<file path="src/rtl/flash_seq_defines.vh">
// Constants for the dual-bank flash command sequencer.
`ifndef FLASH_SEQ_DEFINES_VH
`define FLASH_SEQ_DEFINES_VH
// Clock period and the times that become cycle counts.
`define CLK_NS 10
`define ERASE_WIN_US 80
`define CMD_TO_US 80
`define NS_PER_US 1000
`define TMR_W 14
// Widths of the bus and of the sector select groups.
`define ADDR_W 16
`define ADDR_TOP 15
`define DEC_TOP 11
`define PRI_N 8
`define SEC_N 4
// Unlock cycles: data and decoded offset.
`define A_UL1 12'h555
`define A_UL2 12'haaa
`define D_UL1 8'haa
`define D_UL2 8'h55
// Command bytes.
`define C_ID 8'h90
`define C_PROG 8'ha0
`define C_ERASE 8'h80
`define C_SECT 8'h30
`define C_BULK 8'h10
`define C_SUSP 8'hb0
`define C_RESUME 8'h30
`define C_RESET 8'hf0
`define C_BYP 8'h20
`define C_BYP_EXIT 8'h00
// Identify-mode read offsets (low two address bits) and answers.
`define RD_IDENT 2'h1
`define RD_PROT 2'h2
`define IDENT_CODE 8'h5a
`define PROT_YES 8'h01
`define PROT_NO 8'h00
// Sector masks for a bulk erase of each array.
`define ALL_PRI 8'hff
`define ALL_SEC 8'h0f
`endif

</file>
<file path="src/rtl/dual_flash_command_sequencer.v">
// Command decoder and sequencer for a dual-bank flash block.
`timescale 1ns/10ps
`include "flash_seq_defines.vh"

module dual_flash_command_sequencer #(
   parameter [`TMR_W-1:0] ERASE_WIN_CYC = `ERASE_WIN_US * `NS_PER_US / `CLK_NS,
   parameter [`TMR_W-1:0] CMD_TO_CYC = `CMD_TO_US * `NS_PER_US / `CLK_NS
) (
   // Clock and reset
   input wire i_clk,
   input wire i_rst,
   // Host bus pins
   input wire i_write_strobe_input_n,
   input wire [`ADDR_W-1:0] i_addr,
   input wire [7:0] i_data,
   input wire [`PRI_N-1:0] i_primary_sector_selects,
   input wire [`SEC_N-1:0] i_secondary_sector_selects,
   input wire i_half_block_select,
   // Configuration and protection state
   input wire i_half_cfg,
   input wire [`PRI_N-1:0] i_prot_primary,
   input wire [`SEC_N-1:0] i_prot_secondary,
   // Array core handshake
   input wire i_op_done,
   input wire i_op_error,
   // Read path
   output reg [`ADDR_W-1:0] o_array_addr,
   output reg o_rd_src,
   output reg [7:0] o_rd_data,
   // Status
   output reg o_ready_busy_pin,
   output reg o_error_flag_bit,
   // Array core commands
   output reg o_prog,
   output reg o_erase,
   output reg o_suspend,
   output reg o_op_bank,
   output reg [`ADDR_W-1:0] o_op_addr,
   output reg [7:0] o_op_data,
   output reg [`PRI_N-1:0] o_erase_mask
);

   localparam [3:0] ST_READ = 4'h0;
   localparam [3:0] ST_UL1 = 4'h1;
   localparam [3:0] ST_UL2 = 4'h2;
   localparam [3:0] ST_ID = 4'h3;
   localparam [3:0] ST_PADDR = 4'h4;
   localparam [3:0] ST_PROG = 4'h5;
   localparam [3:0] ST_E80 = 4'h6;
   localparam [3:0] ST_EUL1 = 4'h7;
   localparam [3:0] ST_EUL2 = 4'h8;
   localparam [3:0] ST_EQ = 4'h9;
   localparam [3:0] ST_ERASING = 4'ha;
   localparam [3:0] ST_SUSP = 4'hb;
   localparam [3:0] ST_BYP = 4'hc;
   localparam [3:0] ST_BYPX = 4'hd;
   localparam [3:0] ST_ERR = 4'he;

   // Widens the selected array's sector vector to a common eight-bit mask.
   function [`PRI_N-1:0] sect_mask;
      input pri;
      input [`PRI_N-1:0] p;
      input [`SEC_N-1:0] s;
      begin
         sect_mask = pri ? p : {{(`PRI_N-`SEC_N){1'b0}}, s};
      end
   endfunction

   reg [2:0] wr_sync_r;
   reg wr_lvl_r;
   reg [`ADDR_W-1:0] addr_s1_r;
   reg [`ADDR_W-1:0] addr_s2_r;
   reg [7:0] data_s1_r;
   reg [7:0] data_s2_r;
   reg [`PRI_N-1:0] psel_s1_r;
   reg [`PRI_N-1:0] psel_s2_r;
   reg [`SEC_N-1:0] ssel_s1_r;
   reg [`SEC_N-1:0] ssel_s2_r;
   reg half_s1_r;
   reg half_s2_r;
   reg [`ADDR_W-1:0] cap_addr_r;
   reg [`PRI_N-1:0] cap_psel_r;
   reg [`SEC_N-1:0] cap_ssel_r;
   reg [3:0] st_r;
   reg byp_r;
   reg bulk_r;
   reg [`TMR_W-1:0] tmr_r;

   // The strobe passes three flops; a level counts once the last two agree.
   // Bus lines pass two flops so they line up with the settled strobe.
   always @(posedge i_clk) begin
      if (i_rst) begin
         wr_sync_r <= 3'h7;
         wr_lvl_r <= 1'b1;
         addr_s1_r <= {`ADDR_W{1'b0}};
         addr_s2_r <= {`ADDR_W{1'b0}};
         data_s1_r <= 8'h00;
         data_s2_r <= 8'h00;
         psel_s1_r <= {`PRI_N{1'b0}};
         psel_s2_r <= {`PRI_N{1'b0}};
         ssel_s1_r <= {`SEC_N{1'b0}};
         ssel_s2_r <= {`SEC_N{1'b0}};
         half_s1_r <= 1'b0;
         half_s2_r <= 1'b0;
      end else begin
         wr_sync_r <= {wr_sync_r[1:0], i_write_strobe_input_n};
         if (wr_sync_r[1] == wr_sync_r[2]) begin
            wr_lvl_r <= wr_sync_r[2];
         end
         addr_s1_r <= i_addr;
         addr_s2_r <= addr_s1_r;
         data_s1_r <= i_data;
         data_s2_r <= data_s1_r;
         psel_s1_r <= i_primary_sector_selects;
         psel_s2_r <= psel_s1_r;
         ssel_s1_r <= i_secondary_sector_selects;
         ssel_s2_r <= ssel_s1_r;
         half_s1_r <= i_half_block_select;
         half_s2_r <= half_s1_r;
      end
   end

   wire agree = (wr_sync_r[1] == wr_sync_r[2]);
   wire wr_fall = agree & wr_lvl_r & ~wr_sync_r[2];
   wire wr_rise = agree & ~wr_lvl_r & wr_sync_r[2];

   // Address and selects are frozen at the falling strobe edge.
   always @(posedge i_clk) begin
      if (i_rst) begin
         cap_addr_r <= {`ADDR_W{1'b0}};
         cap_psel_r <= {`PRI_N{1'b0}};
         cap_ssel_r <= {`SEC_N{1'b0}};
      end else if (wr_fall) begin
         cap_addr_r <= addr_s2_r;
         cap_psel_r <= psel_s2_r;
         cap_ssel_r <= ssel_s2_r;
      end
   end

   // A write event is the rising edge, carrying the data seen at that edge.
   wire ev_pri = |cap_psel_r;
   wire ev = wr_rise & (ev_pri | (|cap_ssel_r));
   wire [7:0] d = data_s2_r;
   wire [`DEC_TOP:0] a = cap_addr_r[`DEC_TOP:0];
   wire [`PRI_N-1:0] ev_mask = sect_mask(ev_pri, cap_psel_r, cap_ssel_r);
   wire [`PRI_N-1:0] prot_vec = sect_mask(ev_pri, i_prot_primary, i_prot_secondary);
   wire ev_prot = |(ev_mask & prot_vec);
   wire [`PRI_N-1:0] ok_mask = ev_mask & ~prot_vec;
   wire at555 = (a == `A_UL1);
   wire is_ul1 = at555 && (d == `D_UL1);
   wire is_ul2 = (a == `A_UL2) && (d == `D_UL2);
   wire same_bank = (ev_pri == o_op_bank);
   wire hit_erasing = o_suspend & same_bank & (|(ev_mask & o_erase_mask));
   wire [3:0] home = o_suspend ? ST_SUSP : ST_READ;
   wire decoding = (st_r == ST_UL1) || (st_r == ST_UL2) || (st_r == ST_PADDR) ||
                   (st_r == ST_E80) || (st_r == ST_EUL1) || (st_r == ST_EUL2) ||
                   (st_r == ST_BYPX);
   wire cmd_to = decoding && (tmr_r >= CMD_TO_CYC);
   wire win_end = (st_r == ST_EQ) && (tmr_r >= ERASE_WIN_CYC);

   // Sequencer.  Array contents change only through the start of a decoded
   // program or erase, never through a bare write.
   always @(posedge i_clk) begin
      if (i_rst) begin
         st_r <= ST_READ;
         byp_r <= 1'b0;
         bulk_r <= 1'b0;
         tmr_r <= {`TMR_W{1'b0}};
         o_error_flag_bit <= 1'b0;
         o_prog <= 1'b0;
         o_erase <= 1'b0;
         o_suspend <= 1'b0;
         o_op_bank <= 1'b0;
         o_op_addr <= {`ADDR_W{1'b0}};
         o_op_data <= 8'h00;
         o_erase_mask <= {`PRI_N{1'b0}};
      end else begin
         // The gap timer restarts on every accepted byte.
         if (ev) begin
            tmr_r <= {`TMR_W{1'b0}};
         end else if (tmr_r != {`TMR_W{1'b1}}) begin
            tmr_r <= tmr_r + 1'b1;
         end
         if (cmd_to) begin
            // A stalled bypass program must not leave bypass armed in read mode.
            byp_r <= 1'b0;
            st_r <= home;
         end else begin
            case (st_r)
               ST_READ, ST_SUSP: begin
                  // Plain writes here are dropped, so reads stay ROM-like.
                  if (ev && st_r == ST_SUSP && d == `C_RESUME) begin
                     o_suspend <= 1'b0;
                     st_r <= ST_ERASING;
                  end else if (ev && is_ul1) begin
                     st_r <= ST_UL1;
                  end
               end
               ST_UL1: begin
                  if (ev) begin
                     st_r <= is_ul2 ? ST_UL2 : home;
                  end
               end
               ST_UL2: begin
                  if (ev) begin
                     if (at555 && d == `C_ID) begin
                        st_r <= ST_ID;
                     end else if (at555 && d == `C_PROG) begin
                        st_r <= ST_PADDR;
                     end else if (at555 && d == `C_ERASE && !o_suspend) begin
                        st_r <= ST_E80;
                     end else if (at555 && d == `C_BYP && !o_suspend) begin
                        st_r <= ST_BYP;
                     end else begin
                        st_r <= home;
                     end
                  end
               end
               ST_ID: begin
                  if (ev && d == `C_RESET) begin
                     st_r <= home;
                  end
               end
               ST_PADDR: begin
                  if (ev) begin
                     if (ev_prot || hit_erasing) begin
                        st_r <= byp_r ? ST_BYP : home;
                     end else begin
                        o_prog <= 1'b1;
                        o_op_addr <= cap_addr_r;
                        o_op_data <= d;
                        if (!o_suspend) begin
                           o_op_bank <= ev_pri;
                        end
                        st_r <= ST_PROG;
                     end
                  end
               end
               ST_PROG: begin
                  if (i_op_done) begin
                     o_prog <= 1'b0;
                     if (i_op_error) begin
                        o_error_flag_bit <= 1'b1;
                        st_r <= ST_ERR;
                     end else begin
                        st_r <= byp_r ? ST_BYP : home;
                     end
                  end
               end
               ST_E80: begin
                  if (ev) begin
                     st_r <= is_ul1 ? ST_EUL1 : ST_READ;
                  end
               end
               ST_EUL1: begin
                  if (ev) begin
                     st_r <= is_ul2 ? ST_EUL2 : ST_READ;
                  end
               end
               ST_EUL2: begin
                  if (ev) begin
                     o_op_bank <= ev_pri;
                     o_op_addr <= cap_addr_r;
                     bulk_r <= (d == `C_BULK);
                     if (d == `C_SECT) begin
                        o_erase_mask <= ok_mask;
                        st_r <= ST_EQ;
                     end else if (at555 && d == `C_BULK) begin
                        o_erase_mask <= (ev_pri ? `ALL_PRI : `ALL_SEC) & ~prot_vec;
                        o_erase <= 1'b1;
                        st_r <= ST_ERASING;
                     end else begin
                        st_r <= ST_READ;
                     end
                  end
               end
               ST_EQ: begin
                  if (ev && d == `C_SECT && same_bank) begin
                     o_erase_mask <= o_erase_mask | ok_mask;
                  end else if (ev) begin
                     o_erase_mask <= {`PRI_N{1'b0}};
                     st_r <= ST_READ;
                  end else if (win_end) begin
                     o_erase <= 1'b1;
                     st_r <= ST_ERASING;
                  end
               end
               ST_ERASING: begin
                  // An all-protected request still raises o_erase with an empty mask and waits here for i_op_done.
                  if (!o_erase || i_op_done) begin
                     o_erase <= 1'b0;
                     o_erase_mask <= {`PRI_N{1'b0}};
                     o_error_flag_bit <= o_erase & i_op_error;
                     st_r <= (o_erase & i_op_error) ? ST_ERR : ST_READ;
                  end else if (ev && d == `C_SUSP && !bulk_r) begin
                     // Only a sector erase may be suspended; a bulk erase runs on.
                     o_suspend <= 1'b1;
                     st_r <= ST_SUSP;
                  end
               end
               ST_BYP: begin
                  byp_r <= 1'b1;
                  if (ev && d == `C_PROG) begin
                     st_r <= ST_PADDR;
                  end else if (ev && d == `C_ID) begin
                     st_r <= ST_BYPX;
                  end else if (ev) begin
                     byp_r <= 1'b0;
                     st_r <= ST_READ;
                  end
               end
               ST_BYPX: begin
                  if (ev) begin
                     byp_r <= 1'b0;
                     st_r <= (d == `C_BYP_EXIT) ? ST_READ : ST_BYP;
                  end
               end
               ST_ERR: begin
                  if (ev && d == `C_RESET) begin
                     o_error_flag_bit <= 1'b0;
                     st_r <= ST_READ;
                  end
               end
               default: begin
                  st_r <= ST_READ;
               end
            endcase
         end
      end
   end

   // Read path and status pins, one cycle behind the state and bus.
   // The half-select only steers the read address; programs take the captured bus
   // address and the erase mask is whole sectors, so neither uses it.
   always @(posedge i_clk) begin
      if (i_rst) begin
         o_array_addr <= {`ADDR_W{1'b0}};
         o_rd_src <= 1'b0;
         o_rd_data <= 8'h00;
         o_ready_busy_pin <= 1'b1;
      end else begin
         o_array_addr <= {i_half_cfg ? half_s2_r : addr_s2_r[`ADDR_TOP],
                          addr_s2_r[`ADDR_TOP-1:0]};
         o_rd_src <= (st_r == ST_ID);
         if (addr_s2_r[1:0] == `RD_IDENT) begin
            o_rd_data <= `IDENT_CODE;
         end else if (addr_s2_r[1:0] == `RD_PROT &&
                      (|(sect_mask(|psel_s2_r, psel_s2_r, ssel_s2_r) &
                         sect_mask(|psel_s2_r, i_prot_primary, i_prot_secondary)))) begin
            o_rd_data <= `PROT_YES;
         end else begin
            o_rd_data <= `PROT_NO;
         end
         o_ready_busy_pin <= ~((st_r == ST_PROG) || (st_r == ST_ERASING));
      end
   end

endmodule // dual_flash_command_sequencer

</file>
<file path="config.mk">
export PLATFORM = sky130hd
export DESIGN_NAME = dual_flash_command_sequencer
export DESIGN_NICKNAME = d
export VERILOG_FILES = /design/src/rtl/dual_flash_command_sequencer.v
export VERILOG_INCLUDE_DIRS = /design/src /design/src/rtl
export SDC_FILE = /design/constraint.sdc
export NUM_CORES = 1
export LEC_CHECK = 0
export ABC_CLOCK_PERIOD_IN_PS = 7600
export BUFFER_PORTS_ARGS = -buffer_cell sky130_fd_sc_hd__buf_2
export CORE_MARGIN = 2
export CORE_UTILIZATION = 52
export CTS_CLUSTER_DIAMETER = 200
export CTS_CLUSTER_SIZE = 12
export DETAILED_ROUTE_END_ITERATION = 10
export PLACE_DENSITY = 0.72
export RECOVER_POWER = 100
export SYNTH_ARGS = -nofsm -noshare
export SYNTH_HDL_FRONTEND = slang
export SYNTH_SLANG_ARGS = --single-unit
</file>
<file path="constraint.sdc">
create_clock -name i_clk -period 7.6 [get_ports i_clk]
set_clock_uncertainty 0.2 [all_clocks]
set_input_delay 0.76 -clock i_clk [delete_from_list [all_inputs] [get_ports i_clk]]
set_output_delay 0.76 -clock i_clk [all_outputs]
set_load 0.05 [all_outputs]
</file>
Yosys cells after proc, flatten, opt, wreduce, memory -nomap -nowiden
Cells that the tools add are included.

storage, ports and cells
  word-level logic and storage cells = 270
  bits of input ports = 55
  output and inout bits = 63
  bits in registers = 189

cells by class
  add/sub/neg operators = 1
  multiplexer cells = 87
  reductions and logical operators = 63
  magnitude comparators = 1
  equality and inequality tests = 65
  bitwise operators = 21

operator list
  kind                                                                                   count
  4-bit 2-to-1 mux                                                                       35
  8-bit 2-to-1 mux                                                                       11
  4-bit case mux with 14 select lines                                                    1
  8-bit == test, second input constant                                                   6
  16-bit 2-to-1 mux                                                                      3
  8-bit AND                                                                              5
  8-bit OR reduction                                                                     5
  3-bit inequality test, second input constant                                           11
  2-bit inequality test, second input constant                                           16
  16-bit case mux with 2 select lines                                                    1
  4-bit == test, second input constant                                                   7
  1-bit 2-to-1 mux                                                                       27
  8-bit case mux with 3 select lines                                                     1
  1-bit logical AND                                                                      22
  6-bit AND reduction                                                                    3
  4-bit by 3-bit == test with 1-bit output, second input constant                        4
  8-bit by 6-bit == test with 1-bit output, second input constant                        2
  15-bit AND reduction                                                                   1
  5-bit AND reduction                                                                    3
  14-bit by 1-bit adder with 14-bit output, second input constant                        1
  14-bit by 13-bit greater-or-equal comparator with 1-bit output, second input constant  1
  14-bit inequality test, second input constant                                          1
  12-bit by 11-bit == test with 1-bit output, second input constant                      1
  12-bit == test, second input constant                                                  1
  other kinds (33)                                                                       69

Longest topological paths before layout
Gate-level depths: netlist of run 1.

  depth after elaboration = 10
  mapped depth = 11

Worst setup path after synthesis of run 1
OpenSTA, ideal clock, no wires.

  kind = reg2reg
  start = register data_s2_r[0], in the netlist d[0]
  end = register st_r[0]
  stages on the path, launching flop included = 10
  data required time = 7.286 ns
  data arrival time = 2.798 ns
  path slack = 4.488 ns
  path through = dfxtp_1 > or4_1 > buf_2 > or4_1 > buf_2 > or4_4 > a221o_1 > nor4b_2 > o31ai_1 > a21o_1

between the ends
  longest elaborated chain between the ends = 10
  elaborated cells between the ends (all ways) = 49

ends and longest elaborated chain
  item                                                RTL line                            source
  start: declaration                                  dual_flash_command_sequencer.v:74   reg [7:0] data_s2_r;
  start signal: assignment                            dual_flash_command_sequencer.v:113  data_s2_r <= data_s1_r;
  8-bit by 6-bit == test with 1-bit output (no line)  -
  1-bit logical AND (no line)                         -
  1-bit logical AND                                   dual_flash_command_sequencer.v:212  end else if (at555 && d == `C_BYP && !o_suspend) begin
  4-bit 2-to-1 mux                                    dual_flash_command_sequencer.v:212
  4-bit 2-to-1 mux                                    dual_flash_command_sequencer.v:210  end else if (at555 && d == `C_ERASE && !o_suspend) begin
  4-bit 2-to-1 mux                                    dual_flash_command_sequencer.v:208  end else if (at555 && d == `C_PROG) begin
  4-bit 2-to-1 mux                                    dual_flash_command_sequencer.v:206  if (at555 && d == `C_ID) begin
  4-bit 2-to-1 mux                                    dual_flash_command_sequencer.v:205  if (ev) begin
  4-bit case mux with 14 select lines                 dual_flash_command_sequencer.v:189  case (st_r)
  4-bit 2-to-1 mux                                    dual_flash_command_sequencer.v:184  if (cmd_to) begin
  end signal: assignment                              dual_flash_command_sequencer.v:187  st_r <= home;
  end signal: assignment                              dual_flash_command_sequencer.v:201  st_r <= is_ul2 ? ST_UL2 : home;
  end signal: assignment                              dual_flash_command_sequencer.v:215  st_r <= home;
  end: declaration                                    dual_flash_command_sequencer.v:84   reg [3:0] st_r;

Several ways; a longest one is shown, not always the timed one. The select of a mux whose other input is x is not followed.
A chain may end at the register's enable or synchronous reset.

==> impl_metrics.py, run 1 <==
metrics = {
    "hold_path": {
        "hp-class": "flip-flop to flip-flop",
        "hold_start": "psel_s1_r[7]",
    },
    "clock_network": {
        "clockBufferDepth": 2,
        "postCtsResizedCells": 0,
        "cts_hold_buf": 0,
        "clkTransAtPathRegs_ps": 70,
        "clock-sinks": 183,
        "clock_latency_ps": 430,
        "cts_root_buf": "clkbuf_16",
        "post-cts-setup-buffers": 0,
        "cts_tree": "done",
        "cts_buffers": 17,
        "htreeDepth": 4,
    },
    "drt": {
        "drtPass1Iterations": 5,
        "post-route-drc-count": 0,
        "final_antenna_net_count": 0,
        "via_per_inst": 5.58,
        "vias": 6056,
        "drt_iter0_markers": 542,
        "routed_wl_um": 17800,
        "routedWlPerCell_um": 16.4,
    },
    "setup_path": {
        "cp-start-kind": "input port",
        "max_stage_delay_ps": 1830,
        "r2r-start": "st_r[1]",
        "cp_data_arrival_time_ps": 4300,
        "cp_max_fo": 94,
        "worstPathCellList": "clkbuf_1, buf_4, nor2_1, o21ai_0, a211oi_1, a211o_1",
        "cp-end-kind": "flip-flop",
        "startpoint": "i_rst",
        "slowest_stage": "clkbuf_1",
        "critical_path_class": "input port to flip-flop",
        "required_ps": 7710,
    },
    "floorplanning": {
        "io_pins": 118,
        "rows": 43,
        "die_h_um": 122,
        "die_x_um": 122,
        "dieArea_um2": 14900,
        "floorplan.initialDensity_pct": 52.7,
        "core_um2": 13800,
    },
    "power_and_ir_drop": {
        "ir_drop_uv": 167,
        "p_leak_nw": 3.06,
        "power_density_nw_per_um2": 231,
    },
    "sta": {
        "setup_viol": 0,
        "rsz0062_at_grt": "false",
        "fin_crit_sh_pct": 55.1,
        "slew_viol_final": 68,
        "setup-tns-final_ps": 0,
        "tightest_slew_ps": 2650,
        "fmax_mhz": 239,
        "fin_crit_ps": 4180,
        "slew_headroom_pct": -76.3,
        "timing.final.hold_violations": 0,
    },
    "grt": {
        "grt_util_all_layers_pct": 24.4,
        "gr-total-overflow": 0,
        "antenna_found_initial": 0,
        "grt_pass1_wl_um": 28500,
        "first_global_vias": 5654,
        "grt_max_degree": 95,
    },
    "layout": {
        "nFillCells": 1229,
        "final_area_um2": 8410,
        "fin_cells": 1086,
        "area_growth_pct": 15.9,
        "insertedDiodeCount": 0,
        "drive_gt1_share_pct": 11.6,
        "final_common_cell": "dfxtp_1",
        "final_util_pct": 61.1,
        "final_nets": 950,
        "most-common-layout-cells": "dfxtp_1 (183), nor2b_1 (97), nand2_1 (87)",
    },
    "placement": {
        "dp_hpwl_um": 12800,
        "gp_congestion": 0.937,
        "io_buffers": 114,
        "dpl.cell_count": 1054,
        "place_area_um2": 7920,
    },
    "yosys": {
        "synthSimpleGateAreaFrac_pct": 27.1,
        "synth_cells": 801,
        "syn_avg_cell_area_um2": 9.07,
        "yosysWarnings": 0,
        "synth_compound_gate_area_share_pct": 13.5,
        "synthXorXnorAreaFrac_pct": 1.45,
        "synthAdderAreaFrac_pct": 0.345,
        "synth_top_family_by_area": "simple AND/OR/NAND/NOR gates",
        "syn-cell-area_um2": 7260,
        "synth_flop_cell": "dfxtp_1",
        "ys_async_sr_fraction_pct": 0,
        "synth-seq-cells": 183,
        "synth_edf_count": 0,
        "synthDistinctLibCells": 66,
        "ys_seq_area_share_pct": 50.4,
        "muxShareOfSynthArea_pct": 3.86,
    },
    "outcome": {
        "status": "finished with violations",
        "violations": "capacitance limit, slew limit",
    },
    "run": {
        "cap_violations": 1,
    },
}
==> stage by stage <==
stage                     hold slack, ps  total power [W]  setup WS [ps]
final                                237          0.00194           3420
after detailed placement             224          0.00110           4250
after global placement               215          0.00110           4280
after global routing                 260          0.00200           2980
after CTS                            241          0.00196           4240
after floorplan                      189          0.00107           4490
==> area by class of cell <==
class | instances | area, µm² | area share, %
Sequential cell | 183 | 3660 | 43.5
Timing Repair Buffer | 120 | 539 | 6.41
Clock inverter | 15 | 161 | 1.92
Inverter | 8 | 30.0 | 0.357
Tap cell | 180 | 225 | 2.68
Multi-Input combinational cell | 563 | 3370 | 40.0
Clock buffer | 17 | 425 | 5.06
==> registers in the layout, summed over array words and instances (netlist names), 2 cells and up <==
| signal | flops |
|---|---|
| addr_s1_r | 16 |
| addr_s2_r | 16 |
| cap_addr_r | 16 |
| o_array_addr | 16 |
| o_op_addr | 16 |
| tmr_r | 14 |
| cap_psel_r | 8 |
| d | 8 |
| data_s1_r | 8 |
| o_erase_mask | 8 |
| o_op_data | 8 |
| psel_s1_r | 8 |
| psel_s2_r | 8 |
| cap_ssel_r | 4 |
| ssel_s1_r | 4 |
| ssel_s2_r | 4 |
| st_r | 4 |
| wr_sync_r | 3 |
| o_rd_data | 2 |
==> per-layer routing <==
layer / track usage (%) / vias up / share of wire (%)
met1: 31.8 / 2818 / 45
met4: 9.12 / 0 / 2.0
met3: 5.95 / 35 / 6.3
li1: - / 2968 / -
met2: 39.1 / 235 / 47
met5: 0 / - / 0
==> power by group <==
group | switching [W] | total, W | internal [W]
registers | 0.0000126 | 0.000994 | 0.000982
logic | 0.0000516 | 0.0000837 | 0.0000321
clock network | 0.000400 | 0.000865 | 0.000465
==> cells by family after synthesis <==
| group | count (synthesis) |
|---|---|
| buffers and inverters | 57 |
| and+or+nand+nor | 374 |
| muxes | 28 |
| adders and majority gates | 2 |
| other | 1 |
| AOI/OAI and AO/OA | 144 |
| xor gates and xnor gates | 12 |
| DFF | 183 |
==> cells in the mapped netlist, types with 7 or more instances <==
| cell | count | area share [%] |
|---|---|---|
| mux2i_1 | 28 | 3.9 |
| inv_1 | 8 | 0.41 |
| nor2_1 | 84 | 4.3 |
| a21oi_1 | 44 | 3.0 |
| nand3_1 | 14 | 0.96 |
| nor2b_1 | 97 | 8.4 |
| nand2_1 | 87 | 4.5 |
| nor3_1 | 12 | 0.83 |
| a22oi_1 | 16 | 1.7 |
| o21ai_0 | 20 | 1.4 |
| nor4bb_1 | 7 | 0.96 |
| clkbuf_1 | 39 | 2.0 |
| nand4_1 | 16 | 1.4 |
| dfxtp_1 | 183 | 50 |
| nor4_1 | 9 | 0.78 |
| xor2_1 | 8 | 0.96 |
==> worst max-delay path, delay by kind of cell <==
| kind | cells | cell delay, ps |
|---|---|---|
| AO/OA/AOI/OAI | 3 | 610 |
| buffers and inverters | 2 | 2760 |
| AND/OR/NAND/NOR | 1 | 130 |
==> worst paths after layout <==
| path | end | slack, ps | depth (start not counted) |
|---|---|---|---|
| setup / recovery | st_r[3] | 3420 | 6 |
| hold / removal | psel_s2_r[7] | 240 | 1 |
| setup reg to reg | o_erase_mask[5] | 3920 | 7 |
| hold reg to reg | psel_s2_r[7] | 240 | 1 |
No activity file was read; power rests on OpenSTA's default activity.
==> run 2: changes to the inputs <==
Settings changed: ABC_CLOCK_PERIOD_IN_PS 7600 to 3500, CORE_UTILIZATION 52 to 51, PLACE_DENSITY 0.72 to 0.74.
Clock period 7.6 ns to 3.5 ns, I/O delays scaled along.
==> impl_metrics.py, run 2 (synthesis results as in run 1) <==
metrics = {
    "setup_path": {
        "cp_data_arrival_time_ps": 3410,
        "cp-end-kind": "flip-flop",
        "cp-start-kind": "flip-flop",
        "required_ps": 3620,
        "cp_max_fo": 6,
        "critical_path_class": "flip-flop to flip-flop",
    },
    "layout": {
        "final_util_pct": 64.0,
        "nFillCells": 1154,
        "seqCellArea_um2": 3660,
        "final_common_cell": "dfxtp_1",
        "area_growth_pct": 22.3,
        "final_nets": 1001,
        "insertedDiodeCount": 0,
        "multi_input_area_um2": 3360,
        "most-common-layout-cells": "dfxtp_1 (183), nor2b_1 (97), nand2_1 (87)",
        "drive_gt1_share_pct": 11.5,
        "fin_cells": 1137,
    },
    "grt": {
        "grt_pass1_wl_um": 30200,
        "gr-total-overflow": 0,
        "first_global_vias": 5896,
        "antenna_found_initial": 0,
        "grt_max_degree": 114,
        "grt_util_all_layers_pct": 25.9,
    },
    "floorplanning": {
        "core_um2": 13900,
        "floorplan.initialDensity_pct": 52.3,
        "die_h_um": 123,
        "dieArea_um2": 15200,
        "die_x_um": 123,
        "io_pins": 118,
        "rows": 43,
    },
    "drt": {
        "drtPass1Iterations": 7,
        "routed_wl_um": 19100,
        "post-route-drc-count": 0,
        "via_per_inst": 5.49,
        "vias": 6243,
        "final_antenna_net_count": 0,
        "drt_iter0_markers": 519,
        "routedWlPerCell_um": 16.8,
    },
    "power_and_ir_drop": {
        "seqPwrFrac_pct": 50.7,
        "p_sw_w": 0.00101,
        "swShare_pct": 23.7,
        "p_leak_nw": 3.28,
        "internal_power_w": 0.00325,
        "ir_drop_uv": 402,
        "power_density_nw_per_um2": 479,
        "combPwrFrac_pct": 5.2,
        "pwr-share-clk_pct": 44.0,
    },
    "hold_path": {
        "hp-class": "input port to flip-flop",
    },
    "sta": {
        "tightest_slew_ps": 2230,
        "setup_viol": 0,
        "fin_crit_ps": 3290,
        "timing.final.hold_violations": 0,
        "slew_headroom_pct": -48.6,
        "whs_ps": 45.9,
        "fin_ws_ps": 209,
        "rsz0062_at_grt": "false",
        "slew_viol_final": 48,
        "fin_crit_sh_pct": 94.0,
        "fmax_mhz": 304,
        "setup-tns-final_ps": 0,
    },
    "placement": {
        "post-place-ws_ps": 287,
        "gp_congestion": 0.949,
        "io_buffers": 114,
        "dp_hpwl_um": 12900,
        "dpl.cell_count": 1066,
    },
    "clock_network": {
        "clock_latency_ps": 430,
        "htreeDepth": 4,
        "clock-sinks": 183,
        "cts_tree": "done",
        "clockBufferDepth": 2,
        "clkTransAtPathRegs_ps": 70,
        "cts_root_buf": "clkbuf_16",
        "cts_buffers": 17,
    },
    "outcome": {
        "violations": "capacitance limit, slew limit",
        "status": "finished with violations",
    },
    "run": {
        "cap_violations": 1,
    },
}
==> run 2: cell types whose count changed in the layout (fill, tap and decap cells not counted), moves of 2 or more <==
| cell | before | now |
|---|---|---|
| clkbuf_1 | 61 | 66 |
| clkinvlp_4 | 3 | 1 |
| clkbuf_8 | 0 | 4 |
| dlygate4sd3_1 | 0 | 39 |
| buf_4 | 6 | 13 |
| clkinv_2 | 2 | 0 |
==> run 2: layer usage <==
layer  share of wire, %  wire length (µm)  track usage [%]
met3                7.5              1430             5.21
met2                 46              8700             40.2
met4                2.3               446             10.2
met1                 45              8480             35.3
met5                  0                 0                0
==> run 2: critical path: stages, from the launching register on <==
cell	delay, ps
dfxtp_1	330
or4_1	550
or4_1	650
o221a_2	350
nor4_2	280
o211ai_1	270
and2_1	260
a211o_1	300
==> run 2: what timing repair did <==
action	in CTS	in global routing
hold buffers	39	0
resized for setup	0	0
setup buffers	0	0
endpoints found under the hold margin	39	0
==> run 2: path summary, 6_finish.rpt <==
kind	start	to	cells past startpoint	slack, ps
max	d[0]	st_r[1]	7	210
min	i_op_done	o_prog	2	50
max reg2reg	d[0]	st_r[1]	7	210
min reg2reg	wr_sync_r[0]	wr_sync_r[1]	1	220
==> run 2: power groups by stage <==
stage | Clock [W] | Combinational [W] | Sequential [W]
3_3_place_gp | 0 | 0.000187 | 0.00221
6_report | 0.00188 | 0.000222 | 0.00216
4_1_cts | 0.00190 | 0.000222 | 0.00216
3_5_place_dp | 0 | 0.000187 | 0.00221
5_1_grt | 0.00199 | 0.000242 | 0.00217
2_1_floorplan | 0 | 0.000110 | 0.00221
==> run 2: per-stage QoR <==
| step | power [W] | instance area, µm² |
|---|---|---|
| after CTS | 0.00428 | 8990 |
| final | 0.00426 | 8880 |
| after global placement | 0.00239 | 8010 |
| after detailed placement | 0.00239 | 8010 |
| after floorplan | 0.00232 | 7270 |
| after global routing | 0.00440 | 8880 |
==> run 2: area by class of cell <==
cell class,count,share of cell area [%]
inverter,8,0.338
tap,180,2.54
clock buffer,22,5.45
sequential,183,41.2
clock inverter,10,1.14
multi-input combinational,563,37.8
timing repair buffer,171,11.5
==> run 3: changes to the inputs <==
Settings changed: ABC_CLOCK_PERIOD_IN_PS 3500 to 3600, CORE_ASPECT_RATIO set to 0.9, CORE_UTILIZATION 51 to 52, PLACE_DENSITY 0.74 to 0.72.
Clock period 3.5 ns to 3.6 ns, I/O delays scaled along.
==> impl_metrics.py, run 3 (synthesis results as in run 1) <==
metrics = {
    "floorplanning": {
        "rows": 40,
        "dieArea_um2": 14900,
        "core_um2": 13500,
        "die_h_um": 116,
        "io_pins": 118,
        "die_x_um": 129,
        "floorplan.initialDensity_pct": 53.7,
    },
    "drt": {
        "vias": 6295,
        "drt_iter0_markers": 530,
        "drtPass1Iterations": 7,
        "post-route-drc-count": 0,
        "final_antenna_net_count": 0,
        "routed_wl_um": 19400,
        "via_per_inst": 5.60,
        "routedWlPerCell_um": 17.2,
    },
    "sta": {
        "rsz0062_at_grt": "false",
        "tightest_slew_ps": 1960,
        "setup_viol": 0,
        "fin_crit_ps": 3310,
        "slew_viol_final": 99,
        "slew_headroom_pct": -30.5,
        "fin_crit_sh_pct": 92.0,
        "setup-tns-final_ps": 0,
        "timing.final.hold_violations": 0,
        "fmax_mhz": 302,
    },
    "layout": {
        "drive_gt1_share_pct": 11.4,
        "most-common-layout-cells": "dfxtp_1 (183), nor2b_1 (97), nand2_1 (87)",
        "final_util_pct": 65.5,
        "final_common_cell": "dfxtp_1",
        "area_growth_pct": 21.8,
        "final_nets": 1001,
        "insertedDiodeCount": 0,
    },
    "hold_path": {
        "hp-class": "input port to flip-flop",
    },
    "run": {
        "cap_violations": 1,
    },
    "grt": {
        "antenna_found_initial": 0,
        "grt_max_degree": 99,
        "first_global_vias": 5818,
        "grt_pass1_wl_um": 30200,
        "grt_util_all_layers_pct": 26.1,
        "gr-total-overflow": 0,
    },
    "power_and_ir_drop": {
        "power_w": 0.00416,
        "p_leak_nw": 3.28,
        "power_density_nw_per_um2": 470,
        "ir_drop_uv": 370,
    },
    "setup_path": {
        "required_ps": 3720,
        "cp-start-kind": "flip-flop",
        "cp-end-kind": "flip-flop",
        "cp_data_arrival_time_ps": 3430,
        "cp_max_fo": 6,
        "critical_path_class": "flip-flop to flip-flop",
    },
    "clock_network": {
        "post-cts-setup-buffers": 0,
        "clkTransAtPathRegs_ps": 70,
        "cts_root_buf": "clkbuf_16",
        "htreeDepth": 4,
        "cts_hold_buf": 38,
        "cts_tree": "done",
        "cts_buffers": 17,
        "clock-sinks": 183,
        "clock_latency_ps": 430,
        "clockBufferDepth": 2,
        "postCtsResizedCells": 0,
    },
    "placement": {
        "gp_congestion": 0.986,
        "dp_hpwl_um": 13600,
        "io_buffers": 114,
    },
    "outcome": {
        "violations": "capacitance limit, slew limit",
        "status": "finished with violations",
    },
}
==> run 3: worst paths after layout <==
check            endpoint  cells past startpoint  slack (ps)         start
max               st_r[3]                      7         290          d[0]
min reg2reg  wr_sync_r[1]                      1         210  wr_sync_r[0]
min                o_prog                      2          30     i_op_done
max reg2reg       st_r[3]                      7         290          d[0]
==> run 3: worst max-delay path: stages (launching register included) <==
cell	delay, ps
dfxtp_1	340
or4_1	560
or4_1	640
o221a_2	340
nor4_1	300
o211ai_1	260
and2_0	250
a211o_1	300
==> run 3: where the power goes <==
part / internal [W] / switching [W] / leakage (nW)
sequential: 0.00207 / 0.0000280 / 1.49
clock: 0.00105 / 0.000792 / 0.292
combinational: 0.0000954 / 0.000118 / 1.50
total: 0.00322 / 0.000938 / 3.28
==> run 3: per-layer routing <==
metal  wire (µm)  GRT usage (%)
met4         280           7.61
met2        8610           39.6
met5           0              0
met3        1530           6.64
met1        8980           37.2
==> run 3: layout make-up <==
cell class / instances / area [µm²]
multi-input combinational: 563 / 3350
clock inverter: 13 / 141
tap: 168 / 210
fill: 1173 / 4670
clock buffer: 19 / 443
sequential: 183 / 3660
timing repair buffer: 171 / 1010
inverter: 8 / 30.0
==> run 3: stage by stage <==
step	cell area (µm²)	setup WS [ps]	hold WS, ps	cells
floorplan	7270	488	189	803
global route	8850	159	12.3	1125
detailed placement	8010	416	195	1055
CTS	8970	414	5.48	1125
finish	8850	287	29.4	1125
global placement	8010	470	199	1055
